<file path="config.mk">
export PLATFORM = sky130hd
export DESIGN_NAME = itsq_regs
export DESIGN_NICKNAME = d
export VERILOG_FILES = /design/src/include/itsq_pkg.sv /design/src/rtl/itsq_regs.sv
export VERILOG_INCLUDE_DIRS = /design/src /design/src/include
export SDC_FILE = /design/constraint.sdc
export NUM_CORES = 1
export LEC_CHECK = 0
export BUFFER_PORTS_ARGS = -buffer_cell sky130_fd_sc_hd__buf_2
export CAP_MARGIN = 20
export CORE_MARGIN = 10
export CORE_UTILIZATION = 45
export DETAILED_ROUTE_END_ITERATION = 16
export PLACE_DENSITY = 0.74
export SYNTH_ARGS = -nofsm -noshare
export SYNTH_HDL_FRONTEND = slang
export SYNTH_SLANG_ARGS = --single-unit
</file>
<file path="constraint.sdc">
create_clock -name sys_clk -period 1.5 [get_ports sys_clk]
set_input_delay 0.225 -clock sys_clk [delete_from_list [all_inputs] [get_ports sys_clk]]
set_output_delay 0.225 -clock sys_clk [all_outputs]
set_load 0.01 [all_outputs]
</file>
<file path="src/include/itsq_consts.svh">
`ifndef ITSQ_CONSTS_SVH
`define ITSQ_CONSTS_SVH
// register byte offsets
`define ITSQ_ADDR_STAT 12'h000
`define ITSQ_ADDR_QCTL 12'h004
`define ITSQ_ADDR_LOOP 12'h008
`define ITSQ_ADDR_IEN 12'h00c
`define ITSQ_ADDR_SRST 12'h010
// status register bits
`define ITSQ_ST_TXDONE 4
`define ITSQ_ST_TXLOW 5
`define ITSQ_ST_RXHIGH 6
`define ITSQ_ST_RXEND 7
// q channel register fields
`define ITSQ_Q_DATA_LSB 0
`define ITSQ_Q_ENFLG 4
`define ITSQ_Q_DONEQ 5
`define ITSQ_Q_SYNC 7
// loopback register bits
`define ITSQ_LB_REM_B2 0
`define ITSQ_LB_REM_B1 1
`define ITSQ_LB_REM_D 2
`define ITSQ_LB_LOC_B2 3
`define ITSQ_LB_LOC_B1 4
`define ITSQ_LB_LOC_D 5
`define ITSQ_LB_ONES_B2 6
`define ITSQ_LB_ONES_B1 7
// soft reset register bits
`define ITSQ_SR_MASTER 0
`define ITSQ_SR_RX 1
// reset values
`define ITSQ_STAT_RST 4'h0
`define ITSQ_IEN_RST 4'h0
`define ITSQ_LOOP_RST 8'h48
// multiframe timing, in frames and bits
`define ITSQ_MF_FRAMES 20
`define ITSQ_Q_SPACING 5
`define ITSQ_Q_BITS 4
`endif

</file>
<file path="src/include/itsq_pkg.sv">
package itsq_pkg;
  // one bit of each line channel
  typedef struct packed {
    logic b1;
    logic b2;
    logic d;
  } itsq_lane_s;
  // hdlc events, one-cycle pulses
  typedef struct packed {
    logic tx_done;
    logic tx_low;
    logic rx_high;
    logic rx_end;
  } itsq_evt_s;
  // receive framing information
  typedef struct packed {
    logic frame_strobe;
    logic mf_start;
    logic frame_sync;
    logic mbit_sync;
    logic fa_n_flip;
    logic bit15_end;
  } itsq_frm_s;
  typedef enum logic [0:0] {
    ITSQ_QTX_IDLE = 1'b0,
    ITSQ_QTX_SEND = 1'b1
  } itsq_qtx_e;
  typedef enum logic [2:0] {
    ITSQ_SEL_NONE = 3'b000,
    ITSQ_SEL_STAT = 3'b001,
    ITSQ_SEL_QCTL = 3'b010,
    ITSQ_SEL_LOOP = 3'b011,
    ITSQ_SEL_IEN = 3'b100,
    ITSQ_SEL_SRST = 3'b101
  } itsq_sel_e;
endpackage

</file>
<file path="src/rtl/itsq_regs.sv">
`timescale 1ns/1ps
`include "itsq_consts.svh"

// Operation
// - set tx complete flag at frame end
// - status register read clears tx complete
// - interrupt only when matching enable set
// - tx buffer low flag, read clears
// - rx buffer high flag, read clears
// - rx frame end flag on closing flag
// - rx frame end cleared by read, resets
// - q nibble lsb first, every fifth frame
// - hardware clears enflg when nibble taken
// - done bit high until new word loaded or master soft reset
// - q sync needs syncs and flips five apart
// - q sync rises bit 15, drops on loss
// - remote loop returns b1/b2 to network
// - remote d loop returns d to network
// - local b2 loop to terminal, ones out
// - local b1 loop to terminal, ones out
// - local d loop to terminal, ones out
// - force ones replaces b channel traffic
// - b2 local loop, force ones default one
// - rx soft reset clears rx flags
// - master soft reset keeps control registers
module itsq_regs
  import itsq_pkg::*;
#(
  parameter int MF_FRAMES = `ITSQ_MF_FRAMES,
  parameter int Q_SPACING = `ITSQ_Q_SPACING,
  parameter int Q_BITS = `ITSQ_Q_BITS
) (
  input wire logic sys_clk,
  input wire logic rst,
  input wire logic psel,
  input wire logic penable,
  input wire logic pwrite,
  input wire logic [11:0] paddr,
  input wire logic [31:0] pwdata,
  output logic [31:0] prdata,
  output logic pready,
  output logic pslverr,
  input wire itsq_evt_s hdlc_evt,
  input wire itsq_frm_s frm,
  input wire itsq_lane_s line_rx,
  input wire logic terminal_b1_in,
  input wire logic terminal_b2_in,
  input wire logic hdlc_tx_d,
  output itsq_lane_s line_tx,
  output itsq_lane_s terminal_rx_out,
  output logic q_tx_bit,
  output logic q_tx_valid,
  output logic irq,
  output logic hdlc_reset,
  output logic rx_reset
);
  localparam int SW = $clog2(Q_BITS);
  localparam int PW = $clog2(Q_SPACING + 1);

  // refuse shapes the slot counters or the four-bit nibble field cannot serve
  if (Q_BITS != 4 || Q_SPACING < 2 || MF_FRAMES != Q_SPACING * Q_BITS) begin : g_chk
    $error("itsq_regs: multiframe shape unsupported");
  end

  // address decode, shared by read and write paths
  function automatic itsq_sel_e dec(input logic [11:0] a);
    itsq_sel_e s;
    s = ITSQ_SEL_NONE;
    if (a == `ITSQ_ADDR_STAT) begin
      s = ITSQ_SEL_STAT;
    end else if (a == `ITSQ_ADDR_QCTL) begin
      s = ITSQ_SEL_QCTL;
    end else if (a == `ITSQ_ADDR_LOOP) begin
      s = ITSQ_SEL_LOOP;
    end else if (a == `ITSQ_ADDR_IEN) begin
      s = ITSQ_SEL_IEN;
    end else if (a == `ITSQ_ADDR_SRST) begin
      s = ITSQ_SEL_SRST;
    end
    return s;
  endfunction

  logic [31:0] prdata_q, prdata_d;
  logic pready_q, pready_d;
  logic pslverr_q, pslverr_d;
  logic [3:0] flags_q, flags_d;
  logic [3:0] ien_q, ien_d;
  logic [7:0] loop_q, loop_d;
  logic irq_q, irq_d;
  logic hrst_q, hrst_d;
  logic rrst_q, rrst_d;
  logic [Q_BITS-1:0] qdata_q, qdata_d;
  logic [Q_BITS-1:0] qsh_q, qsh_d;
  logic enflg_q, enflg_d;
  logic doneq_q, doneq_d;
  itsq_qtx_e qst_q, qst_d;
  logic [PW-1:0] phase_q, phase_d;
  logic [SW-1:0] slot_q, slot_d;
  logic qbit_q, qbit_d;
  logic qval_q, qval_d;
  logic [PW-1:0] gap_q, gap_d;
  logic cand_q, cand_d;
  logic qse_q, qse_d;
  itsq_lane_s ltx_q, ltx_d;
  itsq_lane_s trx_q, trx_d;

  logic setup, wr_done, rd_done;
  itsq_sel_e sel;
  logic [3:0] rd_clr;
  logic [3:0] evt;

  // ready comes one cycle after setup: every access has exactly one wait-free access cycle
  assign setup = psel && !penable;
  assign wr_done = psel && penable && pready_q && pwrite;
  assign rd_done = psel && penable && pready_q && !pwrite;
  assign sel = dec(paddr);
  assign evt = {hdlc_evt.rx_end, hdlc_evt.rx_high, hdlc_evt.tx_low, hdlc_evt.tx_done};

  // apb slave: read data captured in setup so the access cycle is stable
  always_comb begin
    prdata_d = prdata_q;
    pready_d = 1'b0;
    pslverr_d = 1'b0;
    if (setup) begin
      pready_d = 1'b1;
      pslverr_d = (sel == ITSQ_SEL_NONE);
      prdata_d = 32'h0000_0000;
      if (sel == ITSQ_SEL_STAT) begin
        prdata_d[7:4] = flags_q;
      end else if (sel == ITSQ_SEL_QCTL) begin
        prdata_d[3:0] = qdata_q;
        prdata_d[`ITSQ_Q_ENFLG] = enflg_q;
        prdata_d[`ITSQ_Q_DONEQ] = doneq_q;
        prdata_d[`ITSQ_Q_SYNC] = qse_q;
      end else if (sel == ITSQ_SEL_LOOP) begin
        prdata_d[7:0] = loop_q;
      end else if (sel == ITSQ_SEL_IEN) begin
        prdata_d[7:4] = ien_q;
      end
    end
  end

  // only the bits the host actually saw are cleared, so a late event survives
  assign rd_clr = (rd_done && sel == ITSQ_SEL_STAT) ? prdata_q[7:4] : 4'h0;

  // status flags, enables, soft resets and interrupt
  always_comb begin
    flags_d = flags_q;
    ien_d = ien_q;
    loop_d = loop_q;
    hrst_d = 1'b0;
    rrst_d = 1'b0;
    flags_d = flags_d & ~rd_clr;
    if (hrst_q) begin
      flags_d = `ITSQ_STAT_RST;
    end
    if (rrst_q) begin
      flags_d[`ITSQ_ST_RXHIGH-4] = 1'b0;
      flags_d[`ITSQ_ST_RXEND-4] = 1'b0;
    end
    flags_d = flags_d | evt;
    if (wr_done) begin
      if (sel == ITSQ_SEL_LOOP) begin
        loop_d = pwdata[7:0];
      end else if (sel == ITSQ_SEL_IEN) begin
        ien_d = pwdata[7:4];
      end else if (sel == ITSQ_SEL_SRST) begin
        hrst_d = pwdata[`ITSQ_SR_MASTER];
        rrst_d = pwdata[`ITSQ_SR_RX] | pwdata[`ITSQ_SR_MASTER];
      end
    end
    irq_d = |(flags_d & ien_d);
  end

  always_ff @(posedge sys_clk or posedge rst) begin
    if (rst) begin
      flags_q <= `ITSQ_STAT_RST;
      ien_q <= `ITSQ_IEN_RST;
      loop_q <= `ITSQ_LOOP_RST;
      irq_q <= 1'b0;
      hrst_q <= 1'b0;
      rrst_q <= 1'b0;
      prdata_q <= 32'h0000_0000;
      pready_q <= 1'b0;
      pslverr_q <= 1'b0;
    end else begin
      flags_q <= flags_d;
      ien_q <= ien_d;
      loop_q <= loop_d;
      irq_q <= irq_d;
      hrst_q <= hrst_d;
      rrst_q <= rrst_d;
      prdata_q <= prdata_d;
      pready_q <= pready_d;
      pslverr_q <= pslverr_d;
    end
  end

  // q nibble transmit: one bit at the first frame of each five
  always_comb begin
    qdata_d = qdata_q;
    qsh_d = qsh_q;
    enflg_d = enflg_q;
    doneq_d = doneq_q;
    qst_d = qst_q;
    phase_d = phase_q;
    slot_d = slot_q;
    qbit_d = qbit_q;
    qval_d = 1'b0;
    if (frm.frame_strobe) begin
      if (frm.mf_start) begin
        phase_d = '0;
        slot_d = '0;
        qst_d = ITSQ_QTX_IDLE;
        if (enflg_q) begin
          enflg_d = 1'b0;
          qsh_d = qdata_q;
          qst_d = ITSQ_QTX_SEND;
          qbit_d = qdata_q[0];
          qval_d = 1'b1;
        end
      end else if (qst_q == ITSQ_QTX_SEND) begin
        if (phase_q == PW'(Q_SPACING - 1)) begin
          phase_d = '0;
          slot_d = slot_q + 1'b1;
          qbit_d = qsh_q[slot_d];
          qval_d = 1'b1;
          if (slot_d == SW'(Q_BITS - 1)) begin
            doneq_d = 1'b1;
            qst_d = ITSQ_QTX_IDLE;
          end
        end else begin
          phase_d = phase_q + 1'b1;
        end
      end
    end
    if (wr_done && sel == ITSQ_SEL_QCTL && pwdata[`ITSQ_Q_ENFLG]) begin
      qdata_d = pwdata[3:0];
      enflg_d = 1'b1;
      doneq_d = 1'b0;
    end
    if (hrst_q) begin
      qst_d = ITSQ_QTX_IDLE;
      doneq_d = 1'b0;
    end
  end

  always_ff @(posedge sys_clk or posedge rst) begin
    if (rst) begin
      qdata_q <= '0;
      qsh_q <= '0;
      enflg_q <= 1'b0;
      doneq_q <= 1'b0;
      qst_q <= ITSQ_QTX_IDLE;
      phase_q <= '0;
      slot_q <= '0;
      qbit_q <= 1'b1;
      qval_q <= 1'b0;
    end else begin
      qdata_q <= qdata_d;
      qsh_q <= qsh_d;
      enflg_q <= enflg_d;
      doneq_q <= doneq_d;
      qst_q <= qst_d;
      phase_q <= phase_d;
      slot_q <= slot_d;
      qbit_q <= qbit_d;
      qval_q <= qval_d;
    end
  end

  // q sync: flipped frames must recur exactly every fifth frame
  always_comb begin
    gap_d = gap_q;
    cand_d = cand_q;
    qse_d = qse_q;
    if (frm.frame_strobe) begin
      if (frm.fa_n_flip) begin
        cand_d = (gap_q == PW'(Q_SPACING - 1));
        gap_d = '0;
      end else begin
        if (gap_q >= PW'(Q_SPACING - 1)) begin
          // a missed flip breaks the pattern
          cand_d = 1'b0;
        end
        if (gap_q != PW'(Q_SPACING)) begin
          gap_d = gap_q + 1'b1;
        end
      end
    end
    if (frm.bit15_end) begin
      qse_d = cand_d;
    end
    if (!frm.frame_sync || !frm.mbit_sync || hrst_q) begin
      qse_d = 1'b0;
      cand_d = 1'b0;
    end
  end

  always_ff @(posedge sys_clk or posedge rst) begin
    if (rst) begin
      gap_q <= '0;
      cand_q <= 1'b0;
      qse_q <= 1'b0;
    end else begin
      gap_q <= gap_d;
      cand_q <= cand_d;
      qse_q <= qse_d;
    end
  end

  // loopback and force-ones steering, one registered stage each way
  always_comb begin
    ltx_d.b2 = terminal_b2_in;
    ltx_d.b1 = terminal_b1_in;
    ltx_d.d = hdlc_tx_d;
    trx_d = line_rx;
    if (loop_q[`ITSQ_LB_REM_B2]) begin
      ltx_d.b2 = line_rx.b2;
    end
    if (loop_q[`ITSQ_LB_REM_B1]) begin
      ltx_d.b1 = line_rx.b1;
    end
    if (loop_q[`ITSQ_LB_REM_D]) begin
      ltx_d.d = line_rx.d;
    end
    if (loop_q[`ITSQ_LB_LOC_B2]) begin
      trx_d.b2 = terminal_b2_in;
      ltx_d.b2 = 1'b1;
    end
    if (loop_q[`ITSQ_LB_LOC_B1]) begin
      trx_d.b1 = terminal_b1_in;
      ltx_d.b1 = 1'b1;
    end
    if (loop_q[`ITSQ_LB_LOC_D]) begin
      trx_d.d = hdlc_tx_d;
      ltx_d.d = 1'b1;
    end
    if (loop_q[`ITSQ_LB_ONES_B2]) begin
      ltx_d.b2 = 1'b1;
    end
    if (loop_q[`ITSQ_LB_ONES_B1]) begin
      ltx_d.b1 = 1'b1;
    end
  end

  // idle line is marks, so reset drives ones
  always_ff @(posedge sys_clk or posedge rst) begin
    if (rst) begin
      ltx_q <= 3'b111;
      trx_q <= 3'b111;
    end else begin
      ltx_q <= ltx_d;
      trx_q <= trx_d;
    end
  end

  // every output straight from a flop
  assign prdata = prdata_q;
  assign pready = pready_q;
  assign pslverr = pslverr_q;
  assign line_tx = ltx_q;
  assign terminal_rx_out = trx_q;
  assign q_tx_bit = qbit_q;
  assign q_tx_valid = qval_q;
  assign irq = irq_q;
  assign hdlc_reset = hrst_q;
  assign rx_reset = rrst_q;
endmodule // itsq_regs

</file>
Word level (Yosys, flattened, before mapping)
Cells that the tools add are included.
{"block": "totals", "reg_bits": 58, "output_inout_bits": 45, "wordCells": 169, "inputBits": 65}
{"block": "op_classes", "n_lt_le_gt_ge": 2, "muxes": 81, "eq_ne": 15, "n_bitwise": 5, "n_reduce_logical": 36, "addsub": 3}
{"op": "two-way mux 1 bit", "n": 55}
{"op": "two-way mux 4 bit", "n": 10}
{"op": "two-way mux 3 bit", "n": 10}
{"op": "equality test 12 x 4 -> 1 bit, second input constant", "n": 2}
{"op": "nonzero test 2 bit", "n": 7}
{"op": "equality test 12 x 3 -> 1 bit, second input constant", "n": 1}
{"op": "equality test 12 x 5 -> 1 bit, second input constant", "n": 1}
{"op": "equality test 3 bit, second input constant", "n": 4}
{"op": "logical NOT 12 bit", "n": 1}
{"op": "nonzero test 3 bit", "n": 4}
{"op": "AND 4 bit", "n": 2}
{"op": "logical AND 1 bit", "n": 8}
{"op": "two-way mux 2 bit", "n": 4}
{"op": "AND reduction 2 bit", "n": 4}
{"op": "adder 3 x 1 -> 3 bit, second input constant", "n": 2}
{"op": "equality test 3 x 2 -> 1 bit, second input constant", "n": 2}
{"op": "two-way mux 6 bit", "n": 1}
{"op": "AND reduction 3 bit", "n": 2}
{"op": "AND reduction 5 bit", "n": 1}
{"op": "logical NOT 1 bit", "n": 4}
{"op": "NOT 4 bit", "n": 1}
{"op": "OR 4 bit", "n": 1}
{"op": "AND reduction 4 bit", "n": 1}
{"op": "OR reduction 4 bit", "n": 1}
{"op": "other kinds (12)", "n": 13}

Longest topological paths before layout
{"block": "logic_depth", "word_depth": 16, "depth_mapped": 7, "ltp_nobuf": 7}

Worst setup path before layout
OpenSTA, ideal clock, no wires.
{"block": "synth_path", "path_type": "input-to-reg", "from": "input port paddr[9]", "to": "register irq_q (netlist: irq)", "path_slack_ps": -201, "t_arrival_ps": 1573, "n_path_buf": 2, "setup_time_ps": 129, "t_required_ps": 1371, "stages": 7, "cell_sequence": "nor4_2 -> and4b_1 -> buf_4 -> buf_6 -> nand3_1 -> a31o_1 -> a2111o_1"}
{"block": "synth_via", "elab_chain_cells": 16, "elab_cells_between_ends": 25, "classes_between": "7 x eq/ne; 11 x mux; 4 x bitwise; 3 x reduce/logical"}
{"element": "start, declared", "line": "itsq_regs.sv:38", "rtl": "input wire logic [11:0] paddr,"}
{"element": "equality test 12 x 5 -> 1 bit (no source line)"}
{"element": "two-way mux 3 bit", "line": "itsq_regs.sv:77", "rtl": "end else if (a == `ITSQ_ADDR_SRST) begin"}
{"element": "two-way mux 3 bit", "line": "itsq_regs.sv:75", "rtl": "end else if (a == `ITSQ_ADDR_IEN) begin"}
{"element": "two-way mux 3 bit", "line": "itsq_regs.sv:73", "rtl": "end else if (a == `ITSQ_ADDR_LOOP) begin"}
{"element": "two-way mux 3 bit", "line": "itsq_regs.sv:71", "rtl": "end else if (a == `ITSQ_ADDR_QCTL) begin"}
{"element": "two-way mux 3 bit (*)", "line": "itsq_regs.sv:69", "rtl": "if (a == `ITSQ_ADDR_STAT) begin"}
{"element": "equality test 3 x 1 -> 1 bit (*)", "line": "itsq_regs.sv:144", "rtl": "assign rd_clr = (rd_done && sel == ITSQ_SEL_STAT) ? prdata_q[7:4] : 4'h0;"}
{"element": "logical AND 1 bit (*)", "line": "itsq_regs.sv:144"}
{"element": "[2 not listed]"}
{"element": "AND 4 bit (*)", "line": "itsq_regs.sv:153", "rtl": "flags_d = flags_d & ~rd_clr;"}
{"element": "two-way mux 4 bit (*)", "line": "itsq_regs.sv:154", "rtl": "if (hrst_q) begin"}
{"element": "two-way mux 2 bit (*)", "line": "itsq_regs.sv:157", "rtl": "if (rrst_q) begin"}
{"element": "OR 4 bit (*)", "line": "itsq_regs.sv:161", "rtl": "flags_d = flags_d | evt;"}
{"element": "named net flags_d[3]", "line": "itsq_regs.sv:86", "rtl": "logic [3:0] flags_q, flags_d;"}
{"element": "AND 4 bit (*)", "line": "itsq_regs.sv:172", "rtl": "irq_d = |(flags_d & ien_d);"}
{"element": "OR reduction 4 bit (*)", "line": "itsq_regs.sv:172"}
{"element": "named net irq_d", "line": "itsq_regs.sv:89", "rtl": "logic irq_q, irq_d;"}
{"element": "end signal, assigned", "line": "itsq_regs.sv:190", "rtl": "irq_q <= irq_d;"}
{"element": "end, declared", "line": "itsq_regs.sv:89"}
Mark *: on every way through the listed nets, which the timed path passes. The rest lies on a longest branch.
A chain may end at the register's enable or synchronous reset.

Worst setup path after layout
{"block": "layout_path", "from": "register pready_q (netlist: pready)", "to": "register irq_q (netlist: irq)"}
{"block": "layout_via", "elab_chain_cells": 11, "elab_cells_between_ends": 13, "classes_between": "4 x mux; 4 x bitwise; 5 x reduce/logical"}
{"element": "start, declared", "line": "itsq_regs.sv:84", "rtl": "logic pready_q, pready_d;"}
{"element": "start signal, assigned", "line": "itsq_regs.sv:194", "rtl": "pready_q <= pready_d;"}
{"element": "logical AND 1 bit (*)", "line": "itsq_regs.sv:114, itsq_regs.sv:115"}
{"element": "logical AND 1 bit", "line": "itsq_regs.sv:115", "rtl": "assign rd_done = psel && penable && pready_q && !pwrite;"}
{"element": "logical AND 1 bit", "line": "itsq_regs.sv:144"}
{"element": "two-way mux 4 bit", "line": "itsq_regs.sv:144"}
{"element": "NOT 4 bit", "line": "itsq_regs.sv:153"}
{"element": "AND 4 bit", "line": "itsq_regs.sv:153"}
{"element": "two-way mux 4 bit", "line": "itsq_regs.sv:154"}
{"element": "two-way mux 2 bit", "line": "itsq_regs.sv:157"}
{"element": "OR 4 bit", "line": "itsq_regs.sv:161"}
{"element": "AND 4 bit (*)", "line": "itsq_regs.sv:172"}
{"element": "OR reduction 4 bit (*)", "line": "itsq_regs.sv:172"}
{"element": "named net irq_d", "line": "itsq_regs.sv:89"}
Marked as above.

==> results.txt <==
- The run finished, with violations left.
- Violations in the final reports: setup timing
* Global-route track usage on met1: 16.31%
- For this run, the leading register cell type out of synthesis is dfrtp_1.
- Die Width: 101.1 um
* Area of the mapped netlist: 2957 um2
* Initial antenna violation count: 0
- The number of failing hold endpoints at the final stage is 0.
- DP Worst Slack: -0.4070 ns
- Total global routing overflow: 0
- By area the synthesized netlist is led by dfrtp_1 41%, dfstp_2 8.0%, mux2_2 7.2%.
- The cell count after synthesis came out at 281.
- Static timing analysis puts the maximum clock frequency at 599.5 MHz.
- Async SR Flop Fraction: 100.0%
- The worst setup path is launched from a register.
- Per-cell routed wire length: 16.41 um
- Placed Area: 3487 um2
- 0 antenna diodes ended up in the layout.
* Count of maximum capacitance violations: 0
- In this run the worst path has a maximum fanout of 4.
- At the later pin of the worst-skew pair, clock insertion delay measures 0.33 ns.
- Counting instances, the worst hold path has a depth of 2.
- Final cycle utilization of the critical path: 111.2%
- The number of cells on the worst reg-to-reg path is 7.
* Clock Path Buffers: 2
* Number of I/O pins: 110
* Number of buffers created by CTS: 9
- Site Rows: 29
- Wire length of the first global-routing pass: 11870 um
* CTS tree: done
- Setup total negative slack: -0.3453 ns
- At the end of routability-driven placement, the weighted congestion stood at 0.8132.
- The tree built by TritonCTS fans out to 58 sinks.
- Final #Nets: 443
- Vias in the first global route: 2569
- Clock Tree Root: clkbuf_8
- Placeable core region: 6350 um2
- IR analysis of the VDD net gives a maximum drop of 0.7253 mV.
* Total of flip-flops plus latches after synthesis: 58
- For this run, the total global-route usage over all layers was measured as 14.42%.
- For the final database, setup skew stands at 0.007143 ns.
* Post-detailed-route count of antenna-violating nets: 0
* Data arrival at the endpoint of the critical path: 1.88 ns
- After the first detailed-routing iteration, the DRC count stood at 84.
* GRT Max-Usage Layer: met2
* Initial core utilization: 46.56%
* Hold Crit Class: in2reg
* Post-layout instance area: 3816 um2
- Height of the die: 101.1 um
- Compared with the post-synthesis result, the final layout area differs by 29.07%.
- Count of unresolved DRC violations after routing: 0
* Max-slew violation count: 0
* Area of the multi-input gates: 1351 um2
- Power density of the placed cells: 1001 nW/um2
- Yosys printed 0 warnings.
- Placed wire-length estimate: 5585 um
* Total number of vias: 2328
- In the post-route analysis, the smallest setup slack over all paths is -0.1679 ns.
- Minimum period implied by the final worst setup slack: 1.668 ns
* Sequential-to-total area share from yosys stat: 49.47%
* Area share of the largest cell type after synthesis: 41.47%
- Number of port buffers: 61
* Setup-failing EPs final: 6
- Yosys mapped the design onto 49 distinct sky130hd cell types.
* Clock transition at the registers of the reported paths: 0.07 ns
* Crit path required time: 1.72 ns
* Post-synth top area cell: dfrtp_1
- In the routed layout, each cell is associated on average with a via count of 5.128.
- Reg area: 1463 um2
- Maximum number of pins on one net before global-route repair: 47
* CTS H-Tree Depth: 3
- EDFF count, synth: 0
- Crit path kind: reg2reg
* Fill cells: 512
- Summed over all cells, the static leakage comes to 1.921 nW.
- Share of cells above drive strength 1: 41.91%
* Met2 routing resource usage after global routing: 23.44%
- DIE AREA: 10210 um2
* First drt pass iteration count: 4
- In the global route stage, met3 resource usage came out at 5.007%.
- Most numerous cell types in the synthesized netlist: 49 x dfrtp_1, 26 x buf_4, 25 x nand2_1
- RSZ-0062 raised after global routing: yes
- By instance count, the leading cell after synthesis is dfrtp_1.
- Avg Inst Size Synth: 10.52 um2
- Critical path capture point type: register
* Wire length after detailed routing: 7449 um
-- sequential cells by signal, indices dropped and copies added, names as in the netlist, 2 cells and up --
name             count
slot_q               2
qsh_q                4
ien_q                4
loop_q               8
terminal_rx_out      3
gap_q                3
phase_q              3
qdata_q              4
line_tx              3
prdata               8
flags_q              4
-- worst max-delay path, cell delays in order, from the launching register on --
cell	delay, ns
dfrtp_1	0.35
buf_4	0.11
nand3_1	0.08
nor4_2	0.14
buf_4	0.18
a311oi_1	0.10
o22a_1	0.21
a2111o_1	0.37
-- kinds of logic after synthesis --
family / Yosys count / share of synthesized area, %
AO/OA/AOI/OAI: 57 / 13.12
adder cells (fa/ha/maj): 6 / 2.539
buffers and inverters: 54 / 10.54
flip-flops: 58 / 49.47
multiplexers: 28 / 11.05
other: 1 / 0.1268
AND/OR/NAND/NOR: 77 / 13.16
-- routing by layer --
metal | routed length (um) | part of all wire (%)
met1 | 3199 | 43
met4 | 127 | 1.7
met5 | 0 | 0
met2 | 3462 | 46
met3 | 660 | 8.9
-- cell type report --
cell class	instances	area share [%]
Sequential cell	58	38.33
Clock buffer	10	3.607
Clock inverter	6	2.098
Timing Repair Buffer	93	16.10
Tap cell	77	2.525
Multi-Input combinational cell	192	35.41
Inverter	18	1.934
-- stage by stage --
| step | hold WS, ns | utilization (%) | instances | total power [mW] |
|---|---|---|---|---|
| final | 0.09045 | 60.10 | 454 | 3.821 |
| after global routing | 0.09225 | 60.10 | 454 | 4.006 |
| after CTS | 0.07918 | 58.54 | 451 | 3.851 |
| after detailed placement | 0.2111 | 54.92 | 434 | 2.259 |
| after global placement | 0.2012 | 54.92 | 434 | 2.228 |
| after floorplan | 0.3141 | - | 304 | 2.054 |
-- layout by cell type (no fill, tap or decap), drive strengths merged, types with 4 or more instances in the layout --
cell	instances
nand3	7
and3	4
nor4	4
o21ai	14
clkbuf	11
clkinv	4
nand2	25
mux2	24
buf	91
inv	17
nor3	4
or2	6
conb	24
nor2	15
dfrtp	49
ha	6
a22oi	6
o41ai	4
a21oi	9
dfstp	9
-- path summary, 6_finish.rpt --
kind | startpoint | to | slack, ns
max | pready | irq | -0.17
min | frm[0] | qse_q | 0.09
max reg2reg | pready | irq | -0.17
min reg2reg | prdata[1] | prdata[1] | 0.49
max in group asynchronous | rst | line_tx[0] | 0.52
min in group asynchronous | rst | loop_q[7] | 0.40
-- power breakdown --
group | switching (mW) | internal [mW] | total, mW
clock network | 0.612 | 0.968 | 1.58
logic | 0.288 | 0.260 | 0.548
registers | 0.0538 | 1.64 | 1.69
-- timing repair --
item                       4_1_cts  5_1_grt
setup endpoints to repair        2       16
hold endpoints to repair         9        0
pin swaps                        0        4
gates resized for setup          1       17
buffers inserted                 0        3
hold buffers                     1        0
cloned                           0        1
No activity file was read; power rests on OpenSTA's default activity.
